==> config.mk <==
export PLATFORM = sky130hd
export DESIGN_NAME = cps_regs
export DESIGN_NICKNAME = d
export VERILOG_FILES = /design/src/cps_pkg.sv /design/src/cps_null_det.sv /design/src/cps_pin_ctl.sv /design/src/cps_regs.sv
export SDC_FILE = /design/constraint.sdc
export NUM_CORES = 1
export LEC_CHECK = 0
export ABC_AREA = 1
export BUFFER_PORTS_ARGS = -buffer_cell sky130_fd_sc_hd__buf_2
export CAP_MARGIN = 15
export CORE_UTILIZATION = 54
export DETAILED_ROUTE_END_ITERATION = 16
export MAX_ROUTING_LAYER = met4
export PLACE_DENSITY = 0.86
export SYNTH_ARGS = -nofsm -noshare
export SYNTH_HDL_FRONTEND = slang
export SYNTH_HIERARCHICAL = 1
export SYNTH_SLANG_ARGS = --single-unit
==> constraint.sdc <==
create_clock -name clk -period 4.3 [get_ports clk]
set_input_delay 0.43 -clock clk [delete_from_list [all_inputs] [get_ports clk]]
set_output_delay 0.43 -clock clk [all_outputs]
set_load 0.01 [all_outputs]
==> src/cps_pkg.sv <==
package cps_pkg;
  localparam int AW = 12;
  localparam int DW = 16;
  localparam logic [11:0] OFF_PERR = 12'h60A;
  localparam logic [11:0] OFF_PERR_IE = 12'h60C;
  localparam logic [11:0] OFF_CFG = 12'h60E;
  localparam logic [11:0] OFF_LOST = 12'h610;
  localparam logic [11:0] OFF_PIN = 12'h614;
  localparam logic [11:0] OFF_BASE = 12'h620;
  localparam logic [11:0] OFF_VCI = 12'h622;
  localparam logic [15:0] RST_VAL = 16'h0000;
  localparam int PERR_LSB = 3;
  localparam int NPORT = 3;
  localparam int ALM_LSB = 6;
  localparam int PIN_ALM_LSB = 8;
  localparam int PIN_LED_LSB = 10;
  localparam int NLED = 4;
  localparam logic [15:0] MASK_PERR = 16'h0038;
  localparam logic [15:0] MASK_CFG = 16'hFFFF;
  localparam logic [15:0] MASK_PIN_W = 16'h00FF;
  localparam logic [1:0] NULL_KEEP = 2'h0;
  localparam logic [1:0] NULL_UNI = 2'h2;
  localparam logic [1:0] NULL_NNI = 2'h3;
  localparam logic [1:0] ALM_OFF = 2'h0;
  localparam logic [1:0] ALM_HIGH = 2'h1;
  localparam logic [1:0] ALM_LOW = 2'h2;
  localparam logic [1:0] PIN_TRI = 2'h0;
  localparam logic [1:0] PIN_LED = 2'h1;
  localparam logic [1:0] PIN_LOW = 2'h2;
  localparam logic [1:0] PIN_HIGH = 2'h3;
  localparam logic [31:0] IDLE_HDR_UNI = 32'h00000000;
  localparam logic [31:0] IDLE_MASK_UNI = 32'h0FFFFFFF;
  localparam logic [31:0] IDLE_HDR_NNI = 32'h00000000;
  localparam logic [31:0] IDLE_MASK_NNI = 32'hFFFFFFFF;
  localparam logic [2:0] SIZE_SHIFT_BASE = 3'h0;
endpackage : cps_pkg

==> src/cps_null_det.sv <==
`timescale 1ns/1ps
module cps_null_det (
  input wire logic [1:0] mode,
  input wire logic [31:0] hdr,
  output logic drop
);
  wire logic uni_hit;
  wire logic nni_hit;
  assign uni_hit = (hdr & cps_pkg::IDLE_MASK_UNI) == cps_pkg::IDLE_HDR_UNI;
  assign nni_hit = (hdr & cps_pkg::IDLE_MASK_NNI) == cps_pkg::IDLE_HDR_NNI;
  // Reserved mode keeps cells, so a bad setting never silently loses traffic.
  assign drop = (mode == cps_pkg::NULL_UNI) ? uni_hit :
                (mode == cps_pkg::NULL_NNI) ? nni_hit : 1'b0;
endmodule : cps_null_det

==> src/cps_pin_ctl.sv <==
`timescale 1ns/1ps
module cps_pin_ctl (
  input wire logic [1:0] conf,
  input wire logic led_on,
  output logic pin_o,
  output logic pin_oe_n
);
  assign pin_oe_n = (conf == cps_pkg::PIN_TRI);
  assign pin_o = (conf == cps_pkg::PIN_HIGH) ? 1'b1 :
                 (conf == cps_pkg::PIN_LOW) ? 1'b0 : led_on;
endmodule : cps_pin_ctl

==> src/cps_regs.sv <==
`timescale 1ns/1ps
// Behaviour
// - Ports A, B, C parity error flags sit in status bits 3, 4, 5.
// - Interrupt asserts only when a flag and its same-position enable are both one.
// - Null deletion field: 00 keep, 10 delete UNI, 11 delete NNI, 01 reserved.
// - Null deletion fields for A, B, C are bits 1:0, 3:2, 5:4.
// - Alarm field 7:6: 00 never, 01 active high, 10 active low, 11 reserved.
// - Sixteen-bit readable counter counts cells lost in any output FIFO.
// - LED pin fields: 00 tri-state, 01 LED, 10 drive low, 11 drive high.
// - Pin register bits 8 and 9 show live alarm inputs of A and B.
// - Bits 10 to 13 show A tx, A rx, B tx, B rx LED state.
// - Port A table base is a 4-bit field in megabyte units.
// - Table size field selects 128K, 256K, 512K or 1024K entries.
// - Five-bit field gives VCI bits used for the port A table index.
// - Reserved bits of status, enable and pin registers read as zero.
module cps_regs (
  input wire logic clk,
  input wire logic rst_n,
  input wire logic [11:0] addr,
  input wire logic [15:0] wdata,
  input wire logic wr,
  input wire logic rd,
  output logic [15:0] rdata,
  output logic irq,
  input wire logic [2:0] parity_err,
  input wire logic [2:0] cell_lost,
  input wire logic [1:0] alarm_in,
  output logic [1:0] alarm_active,
  input wire logic [3:0] led_state,
  output logic [3:0] led_o,
  output logic [3:0] led_oe_n,
  input wire logic [31:0] hdr_a,
  input wire logic [31:0] hdr_b,
  input wire logic [31:0] hdr_c,
  output logic [2:0] null_drop,
  output logic [3:0] lut_base_mb,
  output logic [10:0] lut_entries_k,
  output logic [4:0] vci_index_bits
);
  logic [15:0] perr_q;
  logic [15:0] perr_d;
  logic [15:0] ie_q;
  logic [15:0] cfg_q;
  logic [15:0] lost_q;
  logic [15:0] pin_q;
  logic [15:0] base_q;
  logic [15:0] vci_q;
  logic [15:0] rdata_q;
  logic [15:0] rdata_d;

  function automatic logic [15:0] masked_write(input logic [15:0] old, input logic [15:0] nw,
                                               input logic [15:0] m);
    masked_write = (old & ~m) | (nw & m);
  endfunction : masked_write

  wire logic sel_perr;
  wire logic sel_ie;
  wire logic sel_cfg;
  wire logic sel_pin;
  wire logic sel_base;
  wire logic sel_vci;
  assign sel_perr = addr == cps_pkg::OFF_PERR;
  assign sel_ie = addr == cps_pkg::OFF_PERR_IE;
  assign sel_cfg = addr == cps_pkg::OFF_CFG;
  assign sel_pin = addr == cps_pkg::OFF_PIN;
  assign sel_base = addr == cps_pkg::OFF_BASE;
  assign sel_vci = addr == cps_pkg::OFF_VCI;

  // New errors win over a read-clear in the same cycle so none is lost.
  wire logic [15:0] perr_set;
  assign perr_set = {10'h000, parity_err, 3'h0} & cps_pkg::MASK_PERR;
  assign perr_d = ((rd && sel_perr) ? 16'h0000 : perr_q) | perr_set;

  assign irq = |(perr_q & ie_q & cps_pkg::MASK_PERR);

  wire logic [1:0] alm_mode;
  assign alm_mode = cfg_q[cps_pkg::ALM_LSB +: 2];
  assign alarm_active = (alm_mode == cps_pkg::ALM_HIGH) ? alarm_in :
                        (alm_mode == cps_pkg::ALM_LOW) ? ~alarm_in : 2'h0;

  // Live readback takes the inputs directly so software sees the pins now.
  wire logic [15:0] pin_rd;
  assign pin_rd = {2'h0, led_state, alarm_in, pin_q[7:0]};

  genvar gi;
  for (gi = 0; gi < cps_pkg::NPORT; gi++) begin : g_null
    cps_null_det u_null (
      .mode(cfg_q[2*gi +: 2]),
      .hdr(gi == 0 ? hdr_a : (gi == 1 ? hdr_b : hdr_c)),
      .drop(null_drop[gi])
    );
  end
  for (gi = 0; gi < cps_pkg::NLED; gi++) begin : g_led
    cps_pin_ctl u_pin (
      .conf(pin_q[2*gi +: 2]),
      .led_on(led_state[gi]),
      .pin_o(led_o[gi]),
      .pin_oe_n(led_oe_n[gi])
    );
  end

  assign lut_base_mb = base_q[3:0];
  // Entry count is shown in units of 1K, so 128K needs only eleven bits at 1024K.
  assign lut_entries_k = 11'h080 << base_q[5:4];
  assign vci_index_bits = vci_q[4:0];

  wire logic [1:0] lost_inc;
  assign lost_inc = 2'(cell_lost[0]) + 2'(cell_lost[1]) + 2'(cell_lost[2]);

  always_comb begin
    rdata_d = 16'h0000;
    case (addr)
      cps_pkg::OFF_PERR: rdata_d = perr_q & cps_pkg::MASK_PERR;
      cps_pkg::OFF_PERR_IE: rdata_d = ie_q & cps_pkg::MASK_PERR;
      cps_pkg::OFF_CFG: rdata_d = cfg_q;
      cps_pkg::OFF_LOST: rdata_d = lost_q;
      cps_pkg::OFF_PIN: rdata_d = pin_rd;
      cps_pkg::OFF_BASE: rdata_d = base_q;
      cps_pkg::OFF_VCI: rdata_d = vci_q;
      default: rdata_d = 16'h0000;
    endcase
  end

  // Reserved writable bits are stored as written; software must keep them zero.
  always_ff @(posedge clk) begin
    if (!rst_n) begin
      perr_q <= cps_pkg::RST_VAL;
      ie_q <= cps_pkg::RST_VAL;
      cfg_q <= cps_pkg::RST_VAL;
      lost_q <= cps_pkg::RST_VAL;
      pin_q <= cps_pkg::RST_VAL;
      base_q <= cps_pkg::RST_VAL;
      vci_q <= cps_pkg::RST_VAL;
      rdata_q <= cps_pkg::RST_VAL;
    end else begin
      perr_q <= perr_d;
      lost_q <= lost_q + 16'(lost_inc);
      if (rd) rdata_q <= rdata_d;
      if (wr && sel_ie) ie_q <= masked_write(ie_q, wdata, cps_pkg::MASK_PERR);
      if (wr && sel_cfg) cfg_q <= masked_write(cfg_q, wdata, cps_pkg::MASK_CFG);
      if (wr && sel_pin) pin_q <= masked_write(pin_q, wdata, cps_pkg::MASK_PIN_W);
      if (wr && sel_base) base_q <= wdata;
      if (wr && sel_vci) vci_q <= wdata;
    end
  end
  assign rdata = rdata_q;
endmodule : cps_regs

==> metrics.md <==
| Metric | Value |
|---|---|
| Status | finished clean |
| Type of the worst min-delay path | in2reg |
| Reg2Reg Capture Point | lost_q[12] |
| Setup skew after layout | 0.007074 ns |
| Cell at the root of the clock tree | sky130_fd_sc_hd__clkbuf_8 |
| Total of buffers placed on input and output ports | about 180 |
| Clock insertion delay at the later pin of the skew report | 0.35 ns |
| Die Footprint | 0.01006 mm² |
| Initial Utilization | 0.5623 |
| Switching power | 0.0004119 W |
| Syn Area/Cell | about 6.6 µm² |
| Reg-to-reg setup timing slack | around 2.1 ns |
| Via total after detailed routing | 5,486 |
| Violation count after the first detailed-routing iteration | 348 |
| Cell Pwr Density | ~260 mW/mm² |
| Number of nets in the layout | 1,081 |
| Arrival time of the worst setup path | 2.44 ns |
| Clock group share of total power | 0.338 |
| Hold violation count in the final report | 0 |
| H-Tree Depth | 3 |
| Number of optimization iterations in the first detailed-route pass | 7 |
| Period utilisation layout | 0.5093 |
| Ys async rst share | 0 |
| Worst Reg-to-Reg Cells | 10 |
| Wire length per cell after detailed routing | approximately 14 µm |
| Layout Area Growth over Synthesis | 18.41% |
| Placed standard-cell area | 0.005995 mm² |
| Clk sinks | 94 |
| Max-capacitance violation count | 0 |
| Number of cells traversed by the worst hold path | 3 |
| Y dimension of the die | 100.3 µm |
| GRT met3 Usage | 0.04526 |
| Combinational group share of total power | 0.112 |
| Critical Path RT | 4.55 ns |
| Net switching share of the total power | 0.2529 |
| Final Slew Violations | 0 |
| Global placement routability congestion | 0.8843 |
| Routed wire length | approximately 15,000 µm |
| Source of the critical timing path | lost_q[0] |
| Type of element launching the critical path | flip-flop |
| Number of antenna violations at the first check in global routing | 0 |
| Biggest fanout along the worst timing path | 4 |
| Floorplan row count | 35 |
| Finished Cell Area | between 0.006 and 0.007 mm² |
| Synth top cells by count | sky130_fd_sc_hd__nand2_1 (158), sky130_fd_sc_hd__nor2_1 (118), sky130_fd_sc_hd__dfxtp_1 (94), sky130_fd_sc_hd__inv_1 (85), sky130_fd_sc_hd__nand3_1 (80) |
| Clock slew at the register clock pins of the worst setup and hold paths | 0.09 ns |
| CTS tree | done |
| Busiest layer in global routing | met2 |
| Number of warning messages in the yosys log | 6 |
| Pin count of the biggest net entering global routing | 73 |
| Drt via density | 5.122 |
| Max-slew headroom | 0.2990 |
| RSZ-0062 raised after global routing | false |
| Post-DRT Antenna Nets | 0 |
| Setup Viol. Count Final | 0 |
| Nature of the critical path endpoint | flip-flop |
| Netlist cell types | 35 |
| Time the final worst path needs with I/O delays and setup | 2.190 ns |
| Fraction of layout instances using a drive strength above 1 | 0.2537 |
| Via count of the first global-routing pass | roughly 4,900 |
| Worst IR drop on VDD | 0.2238 mV |
| Post CTS Setup Buffer Count | 0 |
| Critical path class | reg2reg |
| Global-route wire length before repair | 22,630 µm |
| Count of cells resized by post-cts repair | 0 |
| Total gr overflow | 0 |
| Seq/Total Area, Yosys | 0.3605 |
| Internal power | 0.001217 W |
| Total routing resource utilization after global routing | 0.2966 |
| Max Fclk | 0.4566 GHz |
| Die span in x | ~100 µm |
| DRC Markers | 0 |
| Flop and latch count out of synthesis | 94 |
| Gate count of the mapped netlist | 787 |
| Count of flip-flops with a built-in enable after synthesis | 0 |
| Met2 Resource Use GR | 0.5295 |
| Post-Route Setup TNS | 0 ns |
| Static power due to leakage | 2.860 nW |
| Antenna fix cells | 0 |
| Area share of the leading cell type in the synthesized netlist | 0.3605 |
| Flip-flop cell with the highest count after synthesis | sky130_fd_sc_hd__dfxtp_1 |
| Cell area after technology mapping | 0.005220 mm² |
| Top-count cell post-synth | sky130_fd_sc_hd__nand2_1 |
| Pin slew with the least headroom to its limit | 1.049 ns |
| Met1 GRT Util | 0.3275 |
| Total I/O pin count | 190 |
| TritonCTS Buffers | 9 |
| Top cells by area, synth | sky130_fd_sc_hd__dfxtp_1 (36%), sky130_fd_sc_hd__nand2_1 (11%), sky130_fd_sc_hd__nor2_1 (8.5%), sky130_fd_sc_hd__nand3_1 (7.7%), sky130_fd_sc_hd__o21ai_0 (6.5%) |
| Worst Setup EP | lost_q[12] |
| Share of power burned in registers | 0.549 |
| Half-perimeter wire length after placement | between 10,000 and 15,000 µm |
| Core region area | 0.009284 mm² |
| Hold-fix buffers at CTS | 0 |
| Top cell type by total area after synthesis | sky130_fd_sc_hd__dfxtp_1 |
| Clock Path Buffers | 2 |
| Crit Reg-Reg Startpoint | lost_q[0] |
## through the flow
stage          power [W]  std cells  hold WS [ns]  worst slack, ns  utilization
6_report        0.001629       1071        0.2827            2.110       0.6658
5_1_grt         0.001700       1071        0.2784            1.873       0.6658
4_1_cts         0.001631       1071        0.2831            2.107       0.6658
3_5_place_dp    0.001097       1055        0.4376            1.845       0.6457
3_3_place_gp    0.001094       1055        0.4335            1.884       0.6457
2_1_floorplan   0.001009        793        0.4242            2.085            -
## how the worst min path moves through the flow
stage                       to          start
floorplan           base_q[10]     base_q[10]
global placement      vci_q[6]       vci_q[6]
detailed placement   base_q[7]      base_q[7]
CTS                  perr_q[3]  parity_err[0]
global route         perr_q[3]  parity_err[0]
finish               perr_q[3]  parity_err[0]
## layout make-up
cell class                      instances  area, µm²
Tap cell                              129      161.4
Clock inverter                          3      17.52
Clock buffer                           13      168.9
Multi-Input combinational cell        562       2704
Sequential cell                        94       1882
Timing Repair Buffer                  183      918.4
Fill cell                             847       3103
Inverter                               87      329.1
## power by group through the flow
stage | combinational (W) | clock, W | sequential (W)
after floorplan | 0.0000993 | 0 | 0.000910
after global placement | 0.000179 | 0 | 0.000915
after detailed placement | 0.000183 | 0 | 0.000915
after CTS | 0.000184 | 0.000553 | 0.000894
after global routing | 0.000208 | 0.000595 | 0.000897
final | 0.000183 | 0.000551 | 0.000895
## kinds of logic after synthesis
family	after synthesis	share of synthesized area
buf+inv	137	0.1258
fa+ha+maj	4	0.01246
other cells	1	0.0007184
simple gates	402	0.3478
compound gates	148	0.1510
xor+xnor	1	0.001678
flops	94	0.3605
## metal layers
layer / share of wire / up-vias
li1: - / 2799
met1: 0.39 / 2423
met2: 0.51 / 232
met3: 0.066 / 32
met4: 0.033 / 0
met5: 0 / -
## sequential cells by signal, indices dropped and copies added (netlist names)
name	flops
rdata	16
vci_q	16
pin_q	8
base_q	16
cfg_q	16
perr_q	3
lost_q	16
ie_q	3
## worst max-delay path, cell delays in order (launching register included)
cell                      delay, ns
sky130_fd_sc_hd__dfxtp_1       0.35
sky130_fd_sc_hd__fa_1          0.49
sky130_fd_sc_hd__ha_1          0.18
sky130_fd_sc_hd__fa_1          0.19
sky130_fd_sc_hd__nand2_1       0.08
sky130_fd_sc_hd__nor3_2        0.21
sky130_fd_sc_hd__nand2_2       0.11
sky130_fd_sc_hd__nor3_4        0.19
sky130_fd_sc_hd__nand2_2       0.09
sky130_fd_sc_hd__o21ai_0       0.15
sky130_fd_sc_hd__nor2_1        0.06
## placed cells by master (no fill, tap or decap), types with 7 or more instances in the layout
| cell | count |
|---|---|
| sky130_fd_sc_hd__a21oi_1 | 67 |
| sky130_fd_sc_hd__conb_1 | 7 |
| sky130_fd_sc_hd__o21ai_0 | 68 |
| sky130_fd_sc_hd__a21oi_2 | 11 |
| sky130_fd_sc_hd__inv_1 | 85 |
| sky130_fd_sc_hd__nor2_2 | 8 |
| sky130_fd_sc_hd__nand3_1 | 80 |
| sky130_fd_sc_hd__nor2_1 | 118 |
| sky130_fd_sc_hd__dfxtp_1 | 94 |
| sky130_fd_sc_hd__nand2_1 | 158 |
| sky130_fd_sc_hd__clkbuf_8 | 12 |
| sky130_fd_sc_hd__buf_2 | 182 |
Power figures use the tool's default switching activity.
